===== src/uccr_defs.vh =====
/*
  Constants for the per-channel control register bank: offsets, field positions,
  reset values and request codes. Assumes a request decoder ahead of this block
  that hands over one decoded vendor request at a time.
*/
`ifndef UCCR_DEFS_VH
`define UCCR_DEFS_VH
`define UCCR_OFS_CHAN_ON 8'h00
`define UCCR_OFS_PACING 8'h06
`define UCCR_OFS_VERSION 16'h0260
`define UCCR_OFS_LINK_STAT 16'h0262
`define UCCR_CHAN_A 8'h00
`define UCCR_CHAN_B 8'h02
`define UCCR_BIT_TX_EN 0
`define UCCR_BIT_RX_EN 1
`define UCCR_BIT_HALF_DUPLEX 3
`define UCCR_CHAN_ON_MASK 16'h0003
`define UCCR_PACING_MASK 16'h000F
`define UCCR_CHAN_ON_RST 16'h0000
`define UCCR_PACING_RST 16'h0000
`define UCCR_LINK_STAT_RST 16'h0000
`define UCCR_MODE_NONE 3'h0
`define UCCR_MODE_HW 3'h1
`define UCCR_MODE_SW 3'h2
`define UCCR_MODE_MD_RX 3'h3
`define UCCR_MODE_MD_ALL 3'h4
`define UCCR_REQ_GENERIC_WR 3'h1
`define UCCR_REQ_GENERIC_RD 3'h2
`define UCCR_REQ_VERSION_RD 3'h3
`define UCCR_REQ_LSTAT_WR 3'h4
`define UCCR_REQ_LSTAT_RD 3'h5
`define UCCR_OFS_PIN_DRIVE 8'h13
`define UCCR_OFS_PULL_HIGH 8'h14
`define UCCR_OFS_PULL_LOW 8'h15
`define UCCR_OFS_WRAP 8'h16
`define UCCR_OFS_INFRARED 8'h17
`define UCCR_OFS_CLK_DIV 8'h18
`define UCCR_OFS_WAKE 8'h1F
`define UCCR_OFS_TX_PURGE 8'h40
`define UCCR_OFS_TX_EXT 8'h42
`define UCCR_OFS_RX_PURGE 8'h43
`define UCCR_OFS_RX_EXT 8'h45
`define UCCR_OFS_QUICK 8'h46
`define UCCR_OFS_RX_TRIG 8'h47
`define UCCR_OFS_HOST_FLAG 8'h60
`define UCCR_OFS_SLEEP_LVL 8'h6A
`define UCCR_OFS_SLEEP_BHV 8'h6B
`define UCCR_MASK_PIN_DRIVE 16'h0BFF
`define UCCR_MASK_PULL_HIGH 16'h07FF
`define UCCR_MASK_PULL_LOW 16'h07FF
`define UCCR_MASK_WRAP 16'h0007
`define UCCR_MASK_INFRARED 16'h0007
`define UCCR_MASK_CLK_DIV 16'hFFFF
`define UCCR_MASK_WAKE 16'h000C
`define UCCR_MASK_TX_PURGE 16'h0007
`define UCCR_MASK_TX_EXT 16'h0001
`define UCCR_MASK_RX_PURGE 16'h0007
`define UCCR_MASK_RX_EXT 16'h0001
`define UCCR_MASK_QUICK 16'h0001
`define UCCR_MASK_RX_TRIG 16'h03FF
`define UCCR_MASK_HOST_FLAG 16'h0001
`define UCCR_MASK_SLEEP_LVL 16'h3CCF
`define UCCR_MASK_SLEEP_BHV 16'hBCCF
`define UCCR_MISC_RST 16'h0000
`endif


===== src/uccr_regs.v =====
/*
  Per-channel control register bank for a two-channel serial bridge: enable and
  pacing registers for each channel, the version and link status registers, and
  the per-channel gating that the pacing mode implies.
  Assumes the request decoder presents one request per strobe on the same clock,
  and the serial engines report transmit activity and address match on this clock.
*/
`include "uccr_defs.vh"
`default_nettype none
module uccr_regs #(
  parameter [15:0] SILICON_VERSION = 16'h0001 // arbitrary value
) (
  // clock and reset
  input wire i_ref_clk,
  input wire i_srst,
  input wire i_ce,
  // request port
  input wire i_req_valid,
  input wire [2:0] i_req_kind,
  input wire [7:0] i_req_index_lo,
  input wire [7:0] i_req_index_hi,
  input wire [15:0] i_req_wdata,
  output reg o_rsp_valid,
  output reg o_rsp_error,
  output reg [15:0] o_rsp_rdata,
  // serial engine status, per channel (bit 0 channel A, bit 1 channel B)
  input wire [1:0] i_tx_busy,
  input wire [1:0] i_addr_match,
  // controls to the serial engines
  output reg [1:0] o_tx_enable,
  output reg [1:0] o_rx_enable,
  output reg [1:0] o_rx_accept,
  output reg [1:0] o_tx_permit,
  output reg [1:0] o_hw_flow,
  output reg [1:0] o_sw_flow
);
  // per-channel enable and pacing words; index 0 is channel A, 1 is channel B
  reg [15:0] chan_on_r [0:1];
  reg [15:0] pacing_r [0:1];
  reg [15:0] link_stat_r;

  // request decode
  reg is_gen_wr;
  reg is_gen_rd;
  reg is_gen;
  reg ch_ok;
  reg ch_sel;
  reg hit_chan_on;
  reg hit_pacing;
  reg hit_misc;
  reg [3:0] misc_idx;
  reg [15:0] misc_mask;
  wire [4:0] misc_slot;
  wire [15:0] misc_q [0:31];
  reg [15:0] rdata_nxt;
  reg err_nxt;
  reg wr_chan_on;
  reg wr_pacing;
  reg wr_misc;
  reg wr_link;

  // per-channel gating terms, one bit per channel
  wire [1:0] tx_on;
  wire [1:0] rx_on;
  wire [1:0] rx_ok;
  wire [1:0] tx_ok;
  wire [1:0] hw_mode;
  wire [1:0] sw_mode;

  always @* begin
    is_gen_wr = (i_req_kind == `UCCR_REQ_GENERIC_WR);
    is_gen_rd = (i_req_kind == `UCCR_REQ_GENERIC_RD);
    is_gen = is_gen_wr || is_gen_rd;
    ch_ok = (i_req_index_hi == `UCCR_CHAN_A) || (i_req_index_hi == `UCCR_CHAN_B);
    ch_sel = (i_req_index_hi == `UCCR_CHAN_B);
    hit_chan_on = (i_req_index_lo == `UCCR_OFS_CHAN_ON);
    hit_pacing = (i_req_index_lo == `UCCR_OFS_PACING);
  end

  // other per-channel settings: entry number and writable bits of each address
  always @* begin
    hit_misc = 1'b1;
    misc_idx = 4'h0;
    misc_mask = 16'h0000;
    case (i_req_index_lo)
      `UCCR_OFS_PIN_DRIVE: begin
        misc_idx = 4'h0;
        misc_mask = `UCCR_MASK_PIN_DRIVE;
      end
      `UCCR_OFS_PULL_HIGH: begin
        misc_idx = 4'h1;
        misc_mask = `UCCR_MASK_PULL_HIGH;
      end
      `UCCR_OFS_PULL_LOW: begin
        misc_idx = 4'h2;
        misc_mask = `UCCR_MASK_PULL_LOW;
      end
      `UCCR_OFS_WRAP: begin
        misc_idx = 4'h3;
        misc_mask = `UCCR_MASK_WRAP;
      end
      `UCCR_OFS_INFRARED: begin
        misc_idx = 4'h4;
        misc_mask = `UCCR_MASK_INFRARED;
      end
      `UCCR_OFS_CLK_DIV: begin
        misc_idx = 4'h5;
        misc_mask = `UCCR_MASK_CLK_DIV;
      end
      `UCCR_OFS_WAKE: begin
        misc_idx = 4'h6;
        misc_mask = `UCCR_MASK_WAKE;
      end
      `UCCR_OFS_TX_PURGE: begin
        misc_idx = 4'h7;
        misc_mask = `UCCR_MASK_TX_PURGE;
      end
      `UCCR_OFS_TX_EXT: begin
        misc_idx = 4'h8;
        misc_mask = `UCCR_MASK_TX_EXT;
      end
      `UCCR_OFS_RX_PURGE: begin
        misc_idx = 4'h9;
        misc_mask = `UCCR_MASK_RX_PURGE;
      end
      `UCCR_OFS_RX_EXT: begin
        misc_idx = 4'hA;
        misc_mask = `UCCR_MASK_RX_EXT;
      end
      `UCCR_OFS_QUICK: begin
        misc_idx = 4'hB;
        misc_mask = `UCCR_MASK_QUICK;
      end
      `UCCR_OFS_RX_TRIG: begin
        misc_idx = 4'hC;
        misc_mask = `UCCR_MASK_RX_TRIG;
      end
      `UCCR_OFS_HOST_FLAG: begin
        misc_idx = 4'hD;
        misc_mask = `UCCR_MASK_HOST_FLAG;
      end
      `UCCR_OFS_SLEEP_LVL: begin
        misc_idx = 4'hE;
        misc_mask = `UCCR_MASK_SLEEP_LVL;
      end
      `UCCR_OFS_SLEEP_BHV: begin
        misc_idx = 4'hF;
        misc_mask = `UCCR_MASK_SLEEP_BHV;
      end
      default: begin
        hit_misc = 1'b0;
      end
    endcase
  end

  assign misc_slot = {ch_sel, misc_idx};

  // answer data and refusal; writes answer zero, link status writes return the old word
  always @* begin
    rdata_nxt = 16'h0000;
    err_nxt = 1'b0;
    case (i_req_kind)
      `UCCR_REQ_GENERIC_RD, `UCCR_REQ_GENERIC_WR: begin
        if (!ch_ok) begin
          err_nxt = 1'b1;
        end else if (hit_chan_on) begin
          rdata_nxt = chan_on_r[ch_sel];
        end else if (hit_pacing) begin
          rdata_nxt = pacing_r[ch_sel];
        end else if (hit_misc) begin
          rdata_nxt = misc_q[misc_slot];
        end else begin
          // version, link status and the queue levels are not reachable this way
          err_nxt = 1'b1;
        end
      end
      `UCCR_REQ_VERSION_RD: begin
        rdata_nxt = SILICON_VERSION;
      end
      `UCCR_REQ_LSTAT_RD, `UCCR_REQ_LSTAT_WR: begin
        rdata_nxt = link_stat_r;
      end
      default: begin
        err_nxt = 1'b1;
      end
    endcase
    if (is_gen_wr) begin
      rdata_nxt = 16'h0000;
    end
  end

  // write strobes; a refused request writes nothing
  always @* begin
    wr_chan_on = i_req_valid && is_gen && is_gen_wr && ch_ok && hit_chan_on;
    wr_pacing = i_req_valid && is_gen_wr && ch_ok && hit_pacing;
    wr_misc = i_req_valid && is_gen_wr && ch_ok && hit_misc;
    wr_link = i_req_valid && (i_req_kind == `UCCR_REQ_LSTAT_WR);
  end

  // enable, pacing and link status; enable and pacing reserved bits are dropped so they read zero, link status keeps all 16 bits
  always @(posedge i_ref_clk) begin
    if (i_srst) begin
      chan_on_r[0] <= `UCCR_CHAN_ON_RST;
      chan_on_r[1] <= `UCCR_CHAN_ON_RST;
      pacing_r[0] <= `UCCR_PACING_RST;
      pacing_r[1] <= `UCCR_PACING_RST;
      link_stat_r <= `UCCR_LINK_STAT_RST;
    end else if (i_ce) begin
      if (wr_chan_on) begin
        chan_on_r[ch_sel] <= i_req_wdata & `UCCR_CHAN_ON_MASK;
      end
      if (wr_pacing) begin
        // a write while enabled is accepted; the result is left to software
        pacing_r[ch_sel] <= i_req_wdata & `UCCR_PACING_MASK;
      end
      if (wr_link) begin
        link_stat_r <= i_req_wdata;
      end
    end
  end

  // one answer per request, one cycle later; data and error stand until the next one
  always @(posedge i_ref_clk) begin
    if (i_srst) begin
      o_rsp_valid <= 1'b0;
      o_rsp_error <= 1'b0;
      o_rsp_rdata <= 16'h0000;
    end else if (i_ce) begin
      o_rsp_valid <= i_req_valid;
      if (i_req_valid) begin
        o_rsp_error <= err_nxt;
        o_rsp_rdata <= rdata_nxt;
      end
    end
  end

  // other settings are plain storage for the engines; the queue levels have no source here
  genvar e;
  generate
    for (e = 0; e < 32; e = e + 1) begin : slot
      reg [15:0] word_r;
      always @(posedge i_ref_clk) begin
        if (i_srst) begin
          word_r <= `UCCR_MISC_RST;
        end else if (i_ce && wr_misc && ({27'h0, misc_slot} == e)) begin
          word_r <= i_req_wdata & misc_mask;
        end
      end
      assign misc_q[e] = word_r;
    end
  endgenerate

  // per-channel gating from the pacing mode
  genvar g;
  generate
    for (g = 0; g < 2; g = g + 1) begin : chan
      wire [2:0] mode = pacing_r[g][2:0];
      wire half = pacing_r[g][`UCCR_BIT_HALF_DUPLEX];
      reg rx_gate;
      reg tx_gate;
      always @* begin
        rx_gate = 1'b1;
        tx_gate = 1'b1;
        case (mode)
          `UCCR_MODE_NONE, `UCCR_MODE_HW, `UCCR_MODE_SW: begin
            rx_gate = 1'b1;
            tx_gate = 1'b1;
          end
          `UCCR_MODE_MD_RX: begin
            rx_gate = i_addr_match[g];
            tx_gate = 1'b1;
          end
          `UCCR_MODE_MD_ALL: begin
            rx_gate = i_addr_match[g];
            tx_gate = i_addr_match[g];
          end
          default: begin
            // reserved codes behave as mode 0
            rx_gate = 1'b1;
            tx_gate = 1'b1;
          end
        endcase
        if (half && i_tx_busy[g]) begin
          rx_gate = 1'b0;
        end
      end
      assign rx_ok[g] = rx_gate;
      assign tx_ok[g] = tx_gate;
      assign tx_on[g] = chan_on_r[g][`UCCR_BIT_TX_EN];
      assign rx_on[g] = chan_on_r[g][`UCCR_BIT_RX_EN];
      assign hw_mode[g] = (mode == `UCCR_MODE_HW);
      assign sw_mode[g] = (mode == `UCCR_MODE_SW);
    end
  endgenerate

  // controls to the serial engines; one process so each output has a single driver
  always @(posedge i_ref_clk) begin
    if (i_srst) begin
      o_tx_enable <= 2'h0;
      o_rx_enable <= 2'h0;
      o_rx_accept <= 2'h0;
      o_tx_permit <= 2'h0;
      o_hw_flow <= 2'h0;
      o_sw_flow <= 2'h0;
    end else if (i_ce) begin
      o_tx_enable <= tx_on;
      o_rx_enable <= rx_on;
      o_rx_accept <= rx_on & rx_ok;
      o_tx_permit <= tx_on & tx_ok;
      o_hw_flow <= hw_mode;
      o_sw_flow <= sw_mode;
    end
  end
endmodule
`default_nettype wire


===== config.mk =====
export PLATFORM = sky130hd
export DESIGN_NAME = uccr_regs
export DESIGN_NICKNAME = d
export VERILOG_FILES = /design/src/uccr_regs.v
export VERILOG_INCLUDE_DIRS = /design/src
export SDC_FILE = /design/constraint.sdc
export NUM_CORES = 1
export LEC_CHECK = 0
export CORE_AREA = 2 2 215 217
export DETAILED_ROUTE_END_ITERATION = 10
export DIE_AREA = 0 0 217 219
export DONT_BUFFER_PORTS = 1
export HOLD_SLACK_MARGIN = 0.06
export PLACE_DENSITY_LB_ADDON = 0.2
export SLEW_MARGIN = 20
export SYNTH_ARGS = -nofsm -noshare
export SYNTH_HDL_FRONTEND = slang
export SYNTH_SLANG_ARGS = --single-unit
export TNS_END_PERCENT = 30

===== constraint.sdc =====
create_clock -name i_ref_clk -period 4.18 [get_ports i_ref_clk]
set_input_delay 0.418 -clock i_ref_clk [delete_from_list [all_inputs] [get_ports i_ref_clk]]
set_output_delay 0.418 -clock i_ref_clk [all_outputs]
set_load 0.03 [all_outputs]

Word level (Yosys, flattened, before mapping)
Memory sizes are Yosys's and may differ from the RTL's.
Index checks and enable logic that the tools add are counted.
W data, S select, Z words.
- output and inout port bits: 30
- register bits: 558
- memories kept: 2
- RAM bits: 12
- input bits: 43
- memory list (name ; words ; width ; rd ports ; clocked after Yosys merged registers in ; wr ports ; RTL line ; text):
    pacing_r ; 2 ; 4 ; 3 ; 0 ; 2 ; uccr_regs.v:39 ; reg [15:0] pacing_r [0:1];
    chan_on_r ; 2 ; 2 ; 3 ; 0 ; 2 ; uccr_regs.v:38 ; reg [15:0] chan_on_r [0:1];
- muxes and demuxes: 39
- bitwise gates (word level): 4
- eq/ne operators: 62
- magnitude comparators: 1
- reduce and logical (&&, ||, !) cells: 62
- operators with widths (kind ; count):
    $pmux W16 S9 ; 1
    $mux W16 ; 7
    $bmux W16 S5 ; 1
    $eq A5 B5 Y1 const B ; 16
    $eq A8 B7 Y1 const B ; 9
    $pmux W4 S15 ; 1
    $eq A8 B5 Y1 const B ; 7
    $pmux W16 S3 ; 1
    $logic_and A1 B1 Y1 ; 44
    $eq A5 B4 Y1 const B ; 8
    $mux W1 ; 25
    $eq A5 B3 Y1 const B ; 4
    $eq A3 B2 Y1 const B ; 6
    $and A16 B16 Y16 ; 1
    $logic_not A8 Y1 ; 2
    $reduce_or A16 Y1 ; 1
    $eq A3 B3 Y1 const B ; 4
    $reduce_or A2 Y1 ; 6
    $reduce_or A4 Y1 ; 3
    $eq A5 B2 Y1 const B ; 2
    $eq A3 B1 Y1 const B ; 3
    $eq A8 B2 Y1 const B ; 1
    $eq A8 B3 Y1 const B ; 1
    $ge A6 B6 Y1 const B ; 1
    10 further kinds ; 13

Longest topological paths before layout
- depth after elaboration: 12
- gate-level depth with buffers: 14

Least setup slack after synthesis
Ideal clock, no wire load.
- kind: input -> register
- start point: in i_req_index_lo[7]
- end point: reg o_rsp_rdata[0]
- data required time: 4.052 ns
- cell stages on the path: 10
- path buffers: 3
- library setup time: 0.128 ns
- arrival: 2.691 ns
- slack: 1.362 ns
- path through: buf_2 or4b_1 buf_2 or3_1 buf_2 a2111oi_0 a2111oi_0 and4_1 o41ai_2 a21oi_1
- cells in the longest elaborated chain, start to end: 12
- elaborated cells between the ends (all ways): 31
- ends and longest elaborated chain (what ; RTL line ; text):
    start, declared ; uccr_regs.v:20 ; input wire [7:0] i_req_index_lo,
    $eq A8 B7 Y1 / $eq A8 B5 Y1 (equally long branches) ; uccr_regs.v:85 ; case (i_req_index_lo)
    $pmux W4 S15 ; uccr_regs.v:85 ;
    $not A5 Y6 (implied by the code) ; uccr_regs.v:171 ; rdata_nxt = misc_q[misc_slot];
    $bmux W16 S5 ; uccr_regs.v:171 ;
    $mux W16 (implied by the code) (2 in series) ; uccr_regs.v:171 ;
    $mux W16 ; uccr_regs.v:170 ; end else if (hit_misc) begin
    $mux W16 ; uccr_regs.v:168 ; end else if (hit_pacing) begin
    $mux W16 (*) ; uccr_regs.v:166 ; end else if (hit_chan_on) begin
    $mux W16 (*) ; uccr_regs.v:164 ; if (!ch_ok) begin
    $pmux W16 S3 (*) ; uccr_regs.v:162 ; case (i_req_kind)
    $mux W16 (*) ; uccr_regs.v:187 ; if (is_gen_wr) begin
    end signal, assigned ; uccr_regs.v:232 ; o_rsp_rdata <= rdata_nxt;
    end, declared ; uccr_regs.v:25 ; output reg [15:0] o_rsp_rdata,
Every way passes the cells marked *; elsewhere a longest branch is shown, timed or not. The select of a mux whose other input is x is not followed.
A chain may end at the register's enable or synchronous reset.

Worst setup path in the final report
- start point: in i_req_index_lo[7]
- end point: reg slot[31].word_r[2]
- cells in the longest elaborated chain, start to end: 6
- elaborated cells between the ends (all ways): 28
- ends and longest elaborated chain (what ; RTL line ; text):
    parallel branches: the longest is 6 deep, another holds $pmux W4 S15 ; n/a ;
    end signal, assigned ; uccr_regs.v:244 ; word_r <= `UCCR_MISC_RST;
    end signal, assigned ; uccr_regs.v:246 ; word_r <= i_req_wdata & misc_mask;
    end, declared ; uccr_regs.v:241 ; reg [15:0] word_r;
Parallel ways; which one is timed is not known.

==> key figures <==
Floorplanning
  – Die area: 47500 um2
  – Rows: 78
  – Initial Util: 49.8%
  – Die extent in y: 219 um
  – Core ar.: 45100 um2
  – IO Count: 73
  – DIE WIDTH: 217 um

Flow run
  – Number of max-cap violations: 0

Route
  – DR WL/cell: 24.2 um
  – DR DRC count: 0
  – Pre-antenna DRT Iters: 7
  – Vias/cell: 6.07
  – DR vias: 19200
  – Post-DRT Antenna Nets: 0
  – Post-Route WL: 76500 um
  – Drt initial violations: 1975

Placement
  – Cells after DPL: 3021
  – Setup slack after placement: 83.2 ps
  – PortBufs: 0
  – Final Wtd Congestion: 0.911
  – Cell Area, Placed: 23000 um2
  – Post-DP HPWL: 48500 um

Power and ir drop
  – Switching part of the total: 21.9%
  – Int Pwr: 0.00884 W
  – Cell area power density: 446 nW/um2
  – Clk network pwr share: 47.8%
  – Net switching power: 0.00248 W
  – Leakage: 9.53 nW
  – Comb pwr share: 3.7%
  – Flop pwr share: 48.5%
  – Maximum vdd ir drop: 0.305 mV
  – Pwr Total: 0.0113 W

Timing
  – Final Hold Fails: 0
  – Slew HR: 23.7%
  – Final critical-path share of the clock period: 92.6%
  – Final Max Slew Viols: 0
  – Max Freq: 258 MHz
  – Setup Skew: 20.3 ps
  – Tmin final: 3870 ps
  – Setup violators final: 0
  – Setup TNS: 0 ps
  – RSZ-0062 raised after global routing: no
  – Setup slack after layout: 311 ps
  – Worst slew pin tran: 1130 ps

Synthesis
  – Sequential cell area fraction in the yosys report: 51.4%
  – Compound-Gate Fraction of Synth Area: 18.1%
  – Post-synthesis adder-cell area fraction: 0%
  – Largest family of logic cells by synthesized area: simple AND/OR/NAND/NOR gates
  – Post-synthesis cell count: 2540
  – Post-Synth Simple-Gate Area: 24.2%
  – Post-synth top flop: dfxtp_1
  – Post-Synthesis Cell Area: 22400 um2
  – Yosys warnings: 0
  – Synthesized Nets: 2583
  – Post-synthesis mux area share: 2.29%
  – XOR/XNOR Fraction of Synth Area: 0.117%
  – Post-synth ARST share: 0%
  – Syn avg cell area: 8.84 um2
  – Seq cells post-synth: 570
  – Post-synthesis cell type count: 86
  – Post-synth EDFFs: 12

Clocking
  – Total clock sinks: 570
  – CTS clk-pin slew, worst paths: 60 ps
  – Clock buffer count from CTS: 57
  – Post_cts resized: 0
  – Clock latency on the worst-skew pair: 620 ps
  – Hold-fix buffers at CTS: 39
  – H-tree depth: 2
  – Bufs on Longest Clock Path: 3
  – Post-CTS Setup Inserts: 0
  – CTS tree: yes
  – Root Driver: clkbuf_16

Cells and area
  – NumNets Final: 2562
  – Most frequent cells in the layout: 558 x dfxtp_1, 333 x nand2_1, 322 x and2_1, 275 x nor2_1, 218 x a21oi_1
  – Non-filler cells, final: 3163
  – P&R area growth vs syn: 13.0%
  – Register Area: 11500 um2
  – Commonest non-fill, non-tap cell in the layout: dfxtp_1
  – Fillers: 4016
  – Area of the multi-input gates: 10100 um2
  – Post-route cell area: 25400 um2
  – Ratio of cells with drive above 1 in the final layout: 8.08%

GRT
  – Total gr overflow: 0
  – Vias in the first global route: 18600
  – Largest net degree at the start of global routing: 223
  – GR Util All Layers: 32.0%
  – First-pass GRT wire length: 115000 um
  – Initial antenna violation count: 0

Setup path
  – CP arrival: 4430 ps
  – Crit path required time: 4740 ps
  – Critical Path Fanout Max: 13
  – Startpoint Class: input pin
  – Crit Path Category: input pin to flop
  – Worst setup EP type: flop

Worst hold path
  – Hold crit path type: input pin to flop

Run status
  – Status: finished clean
-- path summary, 6_finish.rpt --
check                                        start            endpoint  slack [ps]  depth (start not counted)
worst max-delay path             i_req_index_lo[7]  slot[31].word_r[2]         310                         11
worst max register to register   slot[8].word_r[0]      o_rsp_rdata[0]        2330                          6
worst min register to register  slot[21].word_r[7]  slot[21].word_r[7]         450                          2
worst min-delay path               i_addr_match[0]      o_rx_accept[0]          90                          2
-- cells in the mapped netlist, types with 15 or more instances --
master / n / area share, %
o31ai_1: 32 / 1.1
nand3_1: 23 / 0.51
mux2i_1: 49 / 2.2
nor2_1: 278 / 4.6
and2_1: 322 / 9.0
dfxtp_1: 558 / 50
clkbuf_1: 110 / 1.8
and3_1: 15 / 0.42
o21ai_0: 63 / 1.4
o221ai_1: 29 / 1.1
nand2_1: 333 / 5.6
buf_2: 57 / 1.3
a21oi_1: 220 / 4.9
o22ai_1: 99 / 2.8
nor3_1: 26 / 0.58
o22a_1: 43 / 1.7
a22oi_1: 27 / 0.90
-- routing by layer --
metal  vias to the layer above  GRT usage [%]  routed length, um
li1                       8740              -                  -
met1                      9261           43.6              31900
met2                       998           49.4              33500
met3                       194           5.93               7410
met4                         0           14.5               3620
met5                         -              0                  0
-- area by class of cell --
type	count	area share [%]
sequential	570	45.4
multi-input combinational	1776	39.8
clock buffer	82	6.54
timing repair buffer	107	3.91
tap	600	2.96
clock inverter	20	1.25
inverter	7	0.104
antenna	1	0.00986
-- through the flow --
| step | util, % | hold WS (ps) |
|---|---|---|
| detailed placement | 51.0 | 438 |
| floorplan | - | 419 |
| CTS | 56.3 | 61.3 |
| global placement | 51.0 | 432 |
| global route | 56.3 | 86.8 |
| finish | 56.3 | 87.7 |
-- registers in the layout (all words and copies together) (netlist names), 4 cells and up --
name and cells:
link_stat_r 16, pacing_r 8, o_rsp_rdata 16, chan_on_r 4
slot.word_r 512
-- cells by family (layout without fill, tap and decap cells) --
group	after synthesis	after routing
AO/OA/AOI/OAI	632	632
XOR/XNOR	3	3
flip-flops	570	570
multiplexers	51	51
other	0	1
AND/OR/NAND/NOR	1090	1090
buffers and inverters	194	216
-- critical path, stage by stage --
cell	delay (ps)
or4b_1	710
mux2i_1	210
a2bb2oi_1	90
o21ai_2	590
a21o_1	450
nor2_1	210
a21boi_2	580
buf_4	360
nand2_1	80
a21oi_1	150
dlygate4sd3_1	560
-- power groups by stage --
stage / logic (W) / clock network, W / registers, W
after floorplan: 0.000260 / 0 / 0.00561
after global placement: 0.000334 / 0 / 0.00561
after detailed placement: 0.000334 / 0 / 0.00562
after CTS: 0.000407 / 0.00545 / 0.00549
after global routing: 0.000439 / 0.00566 / 0.00549
final: 0.000418 / 0.00541 / 0.00549
(Power assumes the default switching activity.)
